File: config.mk
export PLATFORM = sky130hd
export DESIGN_NAME = wdg_timer
export DESIGN_NICKNAME = d
export VERILOG_FILES = /design/src/hdl/wdg_pkg.sv /design/src/hdl/wdg_edge_sync.sv /design/src/hdl/wdg_timer.sv
export SDC_FILE = /design/constraint.sdc
export NUM_CORES = 1
export LEC_CHECK = 0
export ABC_AREA = 1
export BUFFER_PORTS_ARGS = -buffer_cell sky130_fd_sc_hd__buf_2
export CAP_MARGIN = 20
export CORE_MARGIN = 2
export CORE_UTILIZATION = 32
export DETAILED_ROUTE_END_ITERATION = 8
export GPL_TIMING_DRIVEN = 0
export PLACE_DENSITY = 0.63
export REMOVE_ABC_BUFFERS = 1
export SLEW_MARGIN = 20
export SYNTH_ARGS = -nofsm -noshare
export SYNTH_HDL_FRONTEND = slang
export SYNTH_SLANG_ARGS = --single-unit
File: constraint.sdc
create_clock -name clk -period 3.8 [get_ports clk]
set_clock_uncertainty 0.15 [all_clocks]
set_input_delay 0.57 -clock clk [delete_from_list [all_inputs] [get_ports clk]]
set_output_delay 0.57 -clock clk [all_outputs]
set_load 0.01 [all_outputs]
File: src/hdl/wdg_pkg.sv
// Constants, register map and types of the watchdog timer
package wdg_pkg;

    // ------------------------------------------------------------
    // Timing
    // ------------------------------------------------------------
    localparam int RC_FREQ_HZ = 32000;
    localparam int BASE_PERIOD_5BIT_US = 1000;
    localparam int BASE_PERIOD_7BIT_US = 4000;
    // Eight bits so that a ratio of 128 is held whole
    localparam logic [7:0] PRE_DIV_5BIT = 8'(BASE_PERIOD_5BIT_US * RC_FREQ_HZ / 1000000);
    localparam logic [7:0] PRE_DIV_7BIT = 8'(BASE_PERIOD_7BIT_US * RC_FREQ_HZ / 1000000);

    // ------------------------------------------------------------
    // Register byte offsets
    // ------------------------------------------------------------
    localparam logic [7:0] OFF_CONFIG = 8'h00;
    localparam logic [7:0] OFF_RST_CTRL = 8'h04;
    localparam logic [7:0] OFF_INT_STATUS = 8'h08;
    localparam logic [7:0] OFF_INT_MASK = 8'h0c;

    // ------------------------------------------------------------
    // Field positions
    // ------------------------------------------------------------
    localparam int CFG_HW_EN_BIT = 7;
    localparam int CFG_PRESCALE_BIT = 4;
    localparam int CFG_POST_LSB = 0;
    localparam int RC_SW_EN_BIT = 5;
    localparam int RC_TIMEOUT_BIT = 4;
    localparam int RC_SLEEP_BIT = 3;
    localparam int RC_IDLE_BIT = 2;
    localparam int INT_TIMEOUT_BIT = 0;
    localparam int INT_WAKE_BIT = 1;

    // ------------------------------------------------------------
    // Values after reset, AXI response codes and power states
    // ------------------------------------------------------------
    localparam logic [7:0] CFG_RESET = 8'h1f;
    localparam logic [1:0] INT_MASK_RESET = 2'h0;
    localparam logic [1:0] RESP_OKAY = 2'h0;
    localparam logic [1:0] RESP_SLVERR = 2'h2;

    typedef enum logic [2:0] {
        PS_RUN = 3'h1,
        PS_SLEEP = 3'h2,
        PS_IDLE = 3'h4
    } wdg_pstate_t;

endpackage

File: src/hdl/wdg_edge_sync.sv
// Three-stage synchroniser with rising-edge pulse for the RC clock pin
`timescale 1ns/10ps
module wdg_edge_sync (
    input wire logic clk,
    input wire logic nrst,
    input wire logic async_in,
    output logic rise_pulse
);

    typedef struct packed {
        logic s1;
        logic s2;
        logic s3;
        logic level;
        logic pulse;
    } wdg_sync_t;

    wdg_sync_t st_r;
    wdg_sync_t st_nxt;

    // ------------------------------------------------------------
    // Stage one feeds only stage two
    // ------------------------------------------------------------
    always_comb begin
        st_nxt = st_r;
        st_nxt.s1 = async_in;
        st_nxt.s2 = st_r.s1;
        st_nxt.s3 = st_r.s2;
        st_nxt.pulse = 1'b0;
        if (st_r.s2 == st_r.s3) begin
            st_nxt.level = st_r.s2;
            st_nxt.pulse = st_r.s2 && !st_r.level;
        end
    end

    always_ff @(posedge clk) begin
        if (!nrst) begin
            st_r <= '0;
        end else begin
            st_r <= st_nxt;
        end
    end

    assign rise_pulse = st_r.pulse;

endmodule

File: src/hdl/wdg_timer.sv
// Watchdog timer with prescaler, postscaler, power-save wake and AXI4-Lite registers
//
// Function
// - The watchdog counts edges of the low-power RC clock and enabling it turns that oscillator on.
// - The prescaler divides by 32 or by 128 as config bit 4 selects.
// - With a 32 kHz clock the prescaler alone gives 1 ms or 4 ms.
// - A postscaler chosen by config bits 3:0 divides further from 1:1 to 1:32768.
// - Counter, prescaler and postscaler clear on any device reset and on clock-switch completion.
// - They also clear on power-save entry, on leaving sleep or idle, and on the kick instruction while running.
// - An enabled watchdog keeps counting in sleep and idle and its time-out wakes the core.
// - Config bit 7 set forces the watchdog on whatever the software enable holds.
// - With config bit 7 clear the watchdog runs only while the software enable is set.
// - Every device reset clears the software enable.
// - The time-out flag is set on each time-out and only software clears it.
//
// Added by the designer: the AXI4-Lite slave port and the placing of the registers.
`timescale 1ns/10ps
module wdg_timer (
    input wire logic clk,
    input wire logic nrst,
    input wire logic low_power_rc_clock,
    input wire logic dev_reset,
    input wire logic clk_switch_done,
    input wire logic kick_instruction,
    input wire logic power_save_instruction,
    input wire logic power_save_idle,
    input wire logic wake_event,
    output logic rc_osc_enable,
    output logic wake_request,
    output logic wdt_reset_request,
    output logic irq,
    input wire logic [7:0] s_axi_awaddr,
    input wire logic s_axi_awvalid,
    output logic s_axi_awready,
    input wire logic [31:0] s_axi_wdata,
    input wire logic [3:0] s_axi_wstrb,
    input wire logic s_axi_wvalid,
    output logic s_axi_wready,
    output logic [1:0] s_axi_bresp,
    output logic s_axi_bvalid,
    input wire logic s_axi_bready,
    input wire logic [7:0] s_axi_araddr,
    input wire logic s_axi_arvalid,
    output logic s_axi_arready,
    output logic [31:0] s_axi_rdata,
    output logic [1:0] s_axi_rresp,
    output logic s_axi_rvalid,
    input wire logic s_axi_rready
);

    typedef struct packed {
        wdg_pkg::wdg_pstate_t pst;
        logic [7:0] cfg;
        logic sw_en;
        logic flag_to;
        logic flag_sleep;
        logic flag_idle;
        logic [6:0] pre;
        logic [14:0] post;
        logic [1:0] int_st;
        logic [1:0] int_mask;
        logic osc_en;
        logic wake;
        logic rst_req;
        logic irq;
        logic aw_rdy;
        logic bvalid;
        logic [1:0] bresp;
        logic ar_rdy;
        logic rvalid;
        logic [1:0] rresp;
        logic [31:0] rdata;
    } wdg_state_t;

    wdg_state_t st_r;
    wdg_state_t st_nxt;
    logic rc_tick;
    logic enabled;
    logic [6:0] pre_limit;
    logic [14:0] post_limit;
    logic timeout;
    logic clr;
    logic wr_go;
    logic rd_go;

    // Byte offset decode shared by the read and write paths
    function automatic logic hit(input logic [7:0] addr, input logic [7:0] off);
        hit = (addr[7:2] == off[7:2]);
    endfunction

    function automatic logic mapped(input logic [7:0] addr);
        mapped = hit(addr, wdg_pkg::OFF_CONFIG) || hit(addr, wdg_pkg::OFF_RST_CTRL) ||
                 hit(addr, wdg_pkg::OFF_INT_STATUS) || hit(addr, wdg_pkg::OFF_INT_MASK);
    endfunction

    wdg_edge_sync u_rc_sync (
        .clk(clk),
        .nrst(nrst),
        .async_in(low_power_rc_clock),
        .rise_pulse(rc_tick)
    );

    // ------------------------------------------------------------
    // Count chain
    // ------------------------------------------------------------
    assign enabled = st_r.cfg[wdg_pkg::CFG_HW_EN_BIT] || st_r.sw_en;
    assign pre_limit = st_r.cfg[wdg_pkg::CFG_PRESCALE_BIT] ?
        7'(wdg_pkg::PRE_DIV_7BIT - 8'h1) : 7'(wdg_pkg::PRE_DIV_5BIT - 8'h1);
    assign post_limit = 15'((16'h1 << st_r.cfg[3:0]) - 16'h1);
    // Compare with >= so a smaller ratio written mid-count still expires
    assign timeout = enabled && rc_tick && st_r.pre >= pre_limit && st_r.post >= post_limit;

    // Every event that restarts the count
    assign clr = dev_reset || clk_switch_done || timeout ||
        power_save_instruction ||
        (kick_instruction && st_r.pst == wdg_pkg::PS_RUN) ||
        (wake_event && st_r.pst != wdg_pkg::PS_RUN);

    assign wr_go = s_axi_awvalid && s_axi_wvalid && st_r.aw_rdy;
    assign rd_go = s_axi_arvalid && st_r.ar_rdy;

    always_comb begin
        st_nxt = st_r;
        st_nxt.wake = 1'b0;
        st_nxt.rst_req = 1'b0;
        st_nxt.osc_en = enabled;

        // --------------------------------------------------------
        // Prescaler and postscaler
        // --------------------------------------------------------
        if (clr || !enabled) begin
            st_nxt.pre = '0;
            st_nxt.post = '0;
        end else if (rc_tick) begin
            if (st_r.pre >= pre_limit) begin
                st_nxt.pre = '0;
                st_nxt.post = st_r.post + 15'h1;
            end else begin
                st_nxt.pre = st_r.pre + 7'h1;
            end
        end

        // --------------------------------------------------------
        // Power state
        // --------------------------------------------------------
        unique case (st_r.pst)
            wdg_pkg::PS_RUN: begin
                if (timeout) begin
                    st_nxt.rst_req = 1'b1;
                end else if (power_save_instruction) begin
                    st_nxt.pst = power_save_idle ? wdg_pkg::PS_IDLE : wdg_pkg::PS_SLEEP;
                end
            end
            wdg_pkg::PS_SLEEP, wdg_pkg::PS_IDLE: begin
                if (timeout || wake_event) begin
                    st_nxt.pst = wdg_pkg::PS_RUN;
                    st_nxt.wake = 1'b1;
                end
            end
            default: begin
                st_nxt.pst = wdg_pkg::PS_RUN;
            end
        endcase
        if (dev_reset) begin
            st_nxt.pst = wdg_pkg::PS_RUN;
            st_nxt.sw_en = 1'b0;
        end

        // --------------------------------------------------------
        // Register writes
        // --------------------------------------------------------
        st_nxt.aw_rdy = s_axi_awvalid && s_axi_wvalid && !st_r.aw_rdy && !st_r.bvalid;
        if (st_r.bvalid && s_axi_bready) begin
            st_nxt.bvalid = 1'b0;
        end
        if (wr_go) begin
            st_nxt.aw_rdy = 1'b0;
            st_nxt.bvalid = 1'b1;
            st_nxt.bresp = mapped(s_axi_awaddr) ? wdg_pkg::RESP_OKAY : wdg_pkg::RESP_SLVERR;
            if (s_axi_wstrb[0]) begin
                if (hit(s_axi_awaddr, wdg_pkg::OFF_CONFIG)) begin
                    st_nxt.cfg = s_axi_wdata[7:0];
                end
                if (hit(s_axi_awaddr, wdg_pkg::OFF_RST_CTRL)) begin
                    st_nxt.sw_en = s_axi_wdata[wdg_pkg::RC_SW_EN_BIT] && !dev_reset;
                    st_nxt.flag_to = s_axi_wdata[wdg_pkg::RC_TIMEOUT_BIT];
                    st_nxt.flag_sleep = s_axi_wdata[wdg_pkg::RC_SLEEP_BIT];
                    st_nxt.flag_idle = s_axi_wdata[wdg_pkg::RC_IDLE_BIT];
                end
                if (hit(s_axi_awaddr, wdg_pkg::OFF_INT_STATUS)) begin
                    st_nxt.int_st = st_r.int_st & ~s_axi_wdata[1:0];
                end
                if (hit(s_axi_awaddr, wdg_pkg::OFF_INT_MASK)) begin
                    st_nxt.int_mask = s_axi_wdata[1:0];
                end
            end
        end

        // --------------------------------------------------------
        // Hardware sets win over software clears
        // --------------------------------------------------------
        if (timeout) begin
            st_nxt.flag_to = 1'b1;
            st_nxt.int_st[wdg_pkg::INT_TIMEOUT_BIT] = 1'b1;
        end
        if (st_r.pst == wdg_pkg::PS_RUN && power_save_instruction && !timeout) begin
            st_nxt.flag_sleep = st_nxt.flag_sleep || !power_save_idle;
            st_nxt.flag_idle = st_nxt.flag_idle || power_save_idle;
        end
        if (st_nxt.wake) begin
            st_nxt.int_st[wdg_pkg::INT_WAKE_BIT] = 1'b1;
        end
        st_nxt.irq = |(st_nxt.int_st & st_nxt.int_mask);

        // --------------------------------------------------------
        // Register reads
        // --------------------------------------------------------
        st_nxt.ar_rdy = s_axi_arvalid && !st_r.ar_rdy && !st_r.rvalid;
        if (st_r.rvalid && s_axi_rready) begin
            st_nxt.rvalid = 1'b0;
        end
        if (rd_go) begin
            st_nxt.ar_rdy = 1'b0;
            st_nxt.rvalid = 1'b1;
            st_nxt.rresp = mapped(s_axi_araddr) ? wdg_pkg::RESP_OKAY : wdg_pkg::RESP_SLVERR;
            st_nxt.rdata = 32'h0;
            if (hit(s_axi_araddr, wdg_pkg::OFF_CONFIG)) begin
                st_nxt.rdata[7:0] = st_r.cfg;
            end
            if (hit(s_axi_araddr, wdg_pkg::OFF_RST_CTRL)) begin
                st_nxt.rdata[wdg_pkg::RC_SW_EN_BIT] = st_r.sw_en;
                st_nxt.rdata[wdg_pkg::RC_TIMEOUT_BIT] = st_r.flag_to;
                st_nxt.rdata[wdg_pkg::RC_SLEEP_BIT] = st_r.flag_sleep;
                st_nxt.rdata[wdg_pkg::RC_IDLE_BIT] = st_r.flag_idle;
            end
            if (hit(s_axi_araddr, wdg_pkg::OFF_INT_STATUS)) begin
                st_nxt.rdata[1:0] = st_r.int_st;
            end
            if (hit(s_axi_araddr, wdg_pkg::OFF_INT_MASK)) begin
                st_nxt.rdata[1:0] = st_r.int_mask;
            end
        end
    end

    always_ff @(posedge clk) begin
        if (!nrst) begin
            st_r <= '0;
            st_r.pst <= wdg_pkg::PS_RUN;
            st_r.cfg <= wdg_pkg::CFG_RESET;
            st_r.int_mask <= wdg_pkg::INT_MASK_RESET;
        end else begin
            st_r <= st_nxt;
        end
    end

    assign rc_osc_enable = st_r.osc_en;
    assign wake_request = st_r.wake;
    assign wdt_reset_request = st_r.rst_req;
    assign irq = st_r.irq;
    assign s_axi_awready = st_r.aw_rdy;
    assign s_axi_wready = st_r.aw_rdy;
    assign s_axi_bvalid = st_r.bvalid;
    assign s_axi_bresp = st_r.bresp;
    assign s_axi_arready = st_r.ar_rdy;
    assign s_axi_rvalid = st_r.rvalid;
    assign s_axi_rresp = st_r.rresp;
    assign s_axi_rdata = st_r.rdata;
endmodule

Word-level counts from Yosys, hierarchy flattened
Index checks and enable logic that the tools add are counted.
{"block": "word_totals", "mem_count": 0, "out_inout_bits": 45, "register_bits": 66, "word_cells": 144, "mem_bits_rw": 0, "rom_bits": 0, "latchBits": 0, "input_bits": 66}
{"block": "op_classes", "div_mod_pow": 0, "mux": 32, "n_reduce_logical": 62, "n_bitwise": 4, "n_shift": 1, "n_eq_ne": 14, "n_mul": 0, "order_cmp": 2, "n_addsub": 3}
{"cell": "$mux 35", "count": 1}
{"cell": "$eq 6x2->1 const B", "count": 4}
{"cell": "$mux 4", "count": 6}
{"cell": "$logic_and 1x1->1", "count": 18}
{"cell": "$logic_or 1x1->1", "count": 16}
{"cell": "$add 15x1->15 const B", "count": 1}
{"cell": "$ge 15x15->1", "count": 1}
{"cell": "$mux 3", "count": 5}
{"cell": "$shl 1x4->15 const A", "count": 1}
{"cell": "$sub 15x1->15 const B", "count": 1}
{"cell": "$mux 2", "count": 7}
{"cell": "$mux 7", "count": 2}
{"cell": "$eq 6x1->1 const B", "count": 2}
{"cell": "$logic_not 6->1", "count": 2}
{"cell": "$reduce_or 2->1", "count": 6}
{"cell": "$reduce_bool 2->1", "count": 5}
{"cell": "$logic_not 1->1", "count": 9}
{"cell": "$mux 1", "count": 9}
{"cell": "$reduce_and 3->1", "count": 3}
{"cell": "$mux 8", "count": 1}
{"cell": "$add 7x1->7 const B", "count": 1}
{"cell": "$ge 7x7->1", "count": 1}
{"cell": "$ne 2x2->1 const B", "count": 3}
{"cell": "$pmux 3 s2", "count": 1}
{"cell": "9 further kinds", "count": 12}

Logic depth before layout (Yosys ltp)
{"block": "depth", "word_depth": 10, "mapped_depth": 21, "depth_no_buf": 20}

Modules after synthesis
Synthesis repeated with hierarchy kept, for this count alone.
{"block": "hier_totals", "hier_cells": 517, "hier_area_um2": 3773.6}
{"module": "wdg_timer", "seq_area_each_um2": 1181.1, "cells_per_inst": 501, "area_per_inst_um2": 3624.7, "n_inst": 1}
{"module": "wdg_edge_sync", "seq_area_each_um2": 100.1, "cells_per_inst": 16, "area_per_inst_um2": 148.9, "n_inst": 1}

Least setup slack after synthesis
OpenSTA, ideal clock, no wires.
{"block": "synth_path", "path_type": "reg2reg", "startpoint": "register st_r[77] in the netlist's numbering", "endpoint": "register st_r[67] in the netlist's numbering", "path_buffers": 0, "synth_period_minus_slack_ps": 2897, "required_time_ps": 3570, "stages_incl_launch_ff": 20, "path_slack_ps": 903, "arrival_time_ps": 2667, "setup_time_ps": 80, "cell_sequence": "dfxtp_1 clkinv_1 nand3_1 ha_1 nand2_1 a31oi_1 nand2_1 xor2_1 ha_1 nand2_1 inv_1 nand2_1 nand2_1 a21oi_1 nand3_1 nand2_1 nand2_2 inv_1 nand2_1 nor3b_1"}
{"block": "synth_between", "elab_chain_len": 10}
{"item": "from (decl)", "line_no": "wdg_timer.sv:75", "text": "wdg_state_t st_r;"}
{"item": "from (signal assigned)", "line_no": "wdg_timer.sv:252", "text": "st_r <= st_nxt;"}
{"item": "$shl 1x4->15", "line_no": "wdg_timer.sv:109", "text": "assign post_limit = 15'((16'h1 << st_r.cfg[3:0]) - 16'h1);"}
{"item": "$sub 15x1->15", "line_no": "wdg_timer.sv:109"}
{"item": "$ge 15x15->1", "line_no": "wdg_timer.sv:111", "text": "assign timeout = enabled && rc_tick && st_r.pre >= pre_limit && st_r.post >= post_limit;"}
{"item": "$logic_and 1x1->1", "line_no": "wdg_timer.sv:111"}
{"item": "$logic_or 1x1->1 (2 in series)", "line_no": "wdg_timer.sv:114", "text": "assign clr = dev_reset || clk_switch_done || timeout ||"}
{"item": "$logic_or 1x1->1", "line_no": "wdg_timer.sv:115", "text": "power_save_instruction ||"}
{"item": "$logic_or 1x1->1", "line_no": "wdg_timer.sv:116", "text": "(kick_instruction && st_r.pst == wdg_pkg::PS_RUN) ||"}
{"item": "$logic_or 1x1->1", "line_no": "wdg_timer.sv:131", "text": "if (clr || !enabled) begin"}
{"item": "$reduce_or 2->1 (no line)"}
Every way passes these cells.
A chain may end at the register's enable or synchronous reset.

Worst setup path after layout
Ends and elaborated chain as after synthesis.

==> run summary <==
======================================================================================================
Status                                                                                       completed
Initial antenna violation count                                                                      0
Post-place setup slack                                                                       0.0492 ns
Buffers added on ports                                                                              53
Wire length of the first global-routing pass                                                   13.6 mm
Count of mapped cells out of synthesis                                                             509
Critical hold path startpoint                                                             u_rc_sync.st_nxt[3]
Worst path top cell family by delay                                                       simple AND/OR/NAND/NOR gates
Total Neg Setup Slack                                                                             0 ns
IO Count                                                                                           111
Top post-synthesis cells by count                                                         110 x sky130_fd_sc_hd__nand2_1, 66 x sky130_fd_sc_hd__inv_1, 64 x sky130_fd_sc_hd__dfxtp_1
Standard cell core area                                                                    11000 sq um
Share of the clock period used by the worst path after layout                                    90.0%
Maximum frequency from static timing analysis                                                  292 MHz
Crit start category                                                                          flip-flop
Slowest cell on the critical path                                                         sky130_fd_sc_hd__dfxtp_1
Std-Cell Rows                                                                                       38
Die Area                                                                                   12300 sq um
Antenna-violating nets left                                                                          0
Worst reg-to-reg path cell count                                                                    19
Share of total power consumed by net switching                                                   21.0%
Count of placed standard cells in the final layout, fillers left out                               701
Worst min-delay path class                                                                  reg -> reg
Cell breakdown of the critical path                                                       clkinvlp_4, nand3_1, ha_1, nand2_1, a31oi_2, nand2_1, xor2_1, ha_1, nand2_1, inv_1, nand2_1, nand2_1, a21oi_1, nand3_1, nand2_2, nand2_4, inv_1, nand2_1, nor3b_1
Final count of hold timing violations                                                                0
Setup slack after layout                                                                      0.381 ns
Initial core utilization                                                                         33.2%
EDFF count, synth                                                                                    0
Fraction of registers with async set or reset after synthesis                                       0%
Post-synth cell types                                                                               38
Power per cell area                                                                        385 nW/um^2
Final worst hold slack                                                                        0.274 ns
Routability congestion estimate                                                                  0.796
Vias in the first global route                                                                    2935
Synthesis-to-finish area growth                                                                  15.6%
WP data required                                                                               3.89 ns
Sequential cell area fraction in the yosys report                                                35.2%
H-Tree Depth                                                                                         3
Total setup violations reported at the end of the flow                                               0
Pin count of the biggest net entering global routing                                                22
Synth Register Bits                                                                                 64
Cell-internal power                                                                            1.28 mW
RSZ-0062 raised after global routing                                                                no
Post-synth top area share                                                                        35.2%
Worst voltage drop across the vdd grid                                                          254 uV
Number of cells on the critical path                                                                19
Sequential share of power                                                                        42.5%
Placed cell area                                                                            3860 sq um
Aggregate global routing overflow                                                                    0
Setup crit end kind                                                                          flip-flop
Part of the total power dissipated in combinational logic                                         5.2%
Peak fanout along the critical path                                                                 16
Share of total power in the clock network                                                        52.3%
Time the final worst path needs with I/O delays and setup                                      3.42 ns
CP max stage delay                                                                             0.45 ns
Worst path bufs/invs                                                                                 3
Type of the setup path with the least slack                                                 reg -> reg
Biggest area consumer among synthesized cells                                             sky130_fd_sc_hd__dfxtp_1
Slew @ Worst Pin                                                                              0.792 ns
Initial DRC count                                                                                  230
Most common flop cell mapped by yosys                                                     sky130_fd_sc_hd__dfxtp_1
Placed wire-length estimate after detailed placement                                           6.28 mm
Average wire length per cell after detail routing                                         11.7 microns
Clock tree from TritonCTS                                                                        built
Number of remaining DRC errors                                                                       0
Yosys warning total                                                                                  0
Clock transition at the register clock pins on the worst setup and hold paths after CTS        0.05 ns
Net switching power of the design                                                               341 uW
Final routed wirelength across all metal layers                                                8.17 mm
Worst reg2reg endpoint                                                                        st_r[67]
Critical path's most frequent cell                                                        sky130_fd_sc_hd__nand2_1
Reg2reg setup slack                                                                            0.38 ns
Relative slew margins                                                                            47.0%
Signal arrival time at the worst endpoint                                                      3.51 ns
Clock sink count                                                                                    64
Start point of the critical path                                                              st_r[77]
Share of final-layout standard cells stronger than drive strength 1                              15.2%
Sum of internal, switching and leakage power                                                   1.62 mW
Final layout net count                                                                             643
Clock latency of the later-clocked register in the worst-skew pair                             0.32 ns
CTS Buffer Depth                                                                                     2
Total via count after detailed routing                                                            3211
Lkg Pwr                                                                                        2.10 nW
Capturing instance or port of the critical path                                               st_r[67]
Placed cells                                                                                       682
Via count normalized by instance count                                                            4.58
Most frequently used cell type in the post-synthesis netlist                              sky130_fd_sc_hd__nand2_1
Slew Limit Fails                                                                                     0
Max-capacitance violation count                                                                      0
CTS buffer count                                                                                     9
Final Core Density                                                                               38.3%
Final Cell Area                                                                             4210 sq um
Netlist area before placement                                                               3640 sq um
Ranking of synthesized cells by area                                                      sky130_fd_sc_hd__dfxtp_1 35%, sky130_fd_sc_hd__nand2_1 11%, sky130_fd_sc_hd__buf_4 7.6%, sky130_fd_sc_hd__ha_1 6.9%, sky130_fd_sc_hd__inv_1 6.8%
Floorplan die width                                                                        111 microns
Mean instance size in the synthesized netlist                                               7.16 sq um
Total GRT Usage                                                                                  13.5%
DRT Pass-1 Iters                                                                                     5
Count of antenna diodes in the layout                                                                0
Die span in y                                                                              111 microns
RR Startpoint                                                                                 st_r[77]
Root buffer selected by CTS                                                               sky130_fd_sc_hd__clkbuf_16
======================================================================================================
## flip-flops by register name (all words and copies together) (netlist names)
| signal | cells |
|---|---|
| u_rc_sync.st_nxt | 2 |
| s_axi_bvalid | 1 |
| s_axi_rresp | 1 |
| s_axi_arready | 1 |
| rc_osc_enable | 1 |
| wake_request | 1 |
| u_rc_sync.rise_pulse | 1 |
| s_axi_awready | 1 |
| s_axi_bresp | 1 |
| u_rc_sync.st_r | 2 |
| s_axi_rvalid | 1 |
| wdt_reset_request | 1 |
| st_r | 41 |
| irq | 1 |
| s_axi_rdata | 8 |
## final cells by class
type                       instances  area [sq um]
sequential                        64          1280
timing repair buffer              57           295
multi-input combinational        356          1890
clock inverter                     4          70.1
clock buffer                      11           233
inverter                          69           265
tap                              140           175
fill                            1132          6770
## per-layer routing
layer | GRT usage (%) | wire length, microns | vias to the layer above
met5 | 0 | 0 | -
met4 | 6.25 | 150 | 0
met3 | 2.19 | 275 | 10
met2 | 22.4 | 3920 | 66
met1 | 17.2 | 3820 | 1445
li1 | - | - | 1690
## how the worst min path moves through the flow
| stage | end | slack (ns) | cells past startpoint |
|---|---|---|---|
| 2_1_floorplan | u_rc_sync.st_nxt[2] | 0.24 | 2 |
| 3_3_place_gp | u_rc_sync.st_nxt[2] | 0.26 | 2 |
| 3_5_place_dp | u_rc_sync.st_nxt[2] | 0.27 | 2 |
| 4_1_cts | u_rc_sync.st_nxt[3] | 0.27 | 3 |
| 5_1_grt | u_rc_sync.st_nxt[3] | 0.27 | 3 |
| 6_report | u_rc_sync.st_nxt[2] | 0.27 | 2 |
## what timing repair did
item | 4_1_cts | 5_1_grt
resized for setup | 0 | 4
hold buffers | 0 | 0
setup buffers | 0 | 4
endpoints found under the setup margin | 0 | 9
hold endpoints to repair | 0 | 0
## placed cells by master, fill, tap and decap left out, types with 10 or more instances in the layout
| master | n |
|---|---|
| sky130_fd_sc_hd__inv_1 | 66 |
| sky130_fd_sc_hd__dfxtp_1 | 64 |
| sky130_fd_sc_hd__o21ai_0 | 22 |
| sky130_fd_sc_hd__a21oi_1 | 39 |
| sky130_fd_sc_hd__ha_1 | 20 |
| sky130_fd_sc_hd__nor2_1 | 52 |
| sky130_fd_sc_hd__nand3_1 | 18 |
| sky130_fd_sc_hd__nand2_1 | 109 |
| sky130_fd_sc_hd__conb_1 | 26 |
| sky130_fd_sc_hd__nand4_1 | 10 |
| sky130_fd_sc_hd__buf_2 | 53 |
## worst min-delay path: stages, from the launching register on
cell	delay, ns
sky130_fd_sc_hd__dfxtp_1	0.31
sky130_fd_sc_hd__nand2_1	0.05
sky130_fd_sc_hd__inv_1	0.04
## power groups by stage
stage / Combinational, mW / Sequential [mW] / Clock [mW]
global route: 0.0945 / 0.689 / 0.903
detailed placement: 0.0839 / 0.702 / 0
floorplan: 0.0413 / 0.705 / 0
CTS: 0.0843 / 0.688 / 0.866
finish: 0.0843 / 0.688 / 0.847
global placement: 0.0821 / 0.702 / 0
## cells by family after synthesis
| family | share of synthesized area [%] |
|---|---|
| AND/OR/NAND/NOR | 26.6 |
| buffers and inverters | 15.9 |
| AO/OA/AOI/OAI | 12.5 |
| flip-flops | 35.2 |
| other | 0.103 |
| XOR/XNOR | 2.64 |
| multiplexers | 0.275 |
| adder cells (fa/ha/maj) | 6.87 |
No activity file was read; power rests on OpenSTA's default activity.
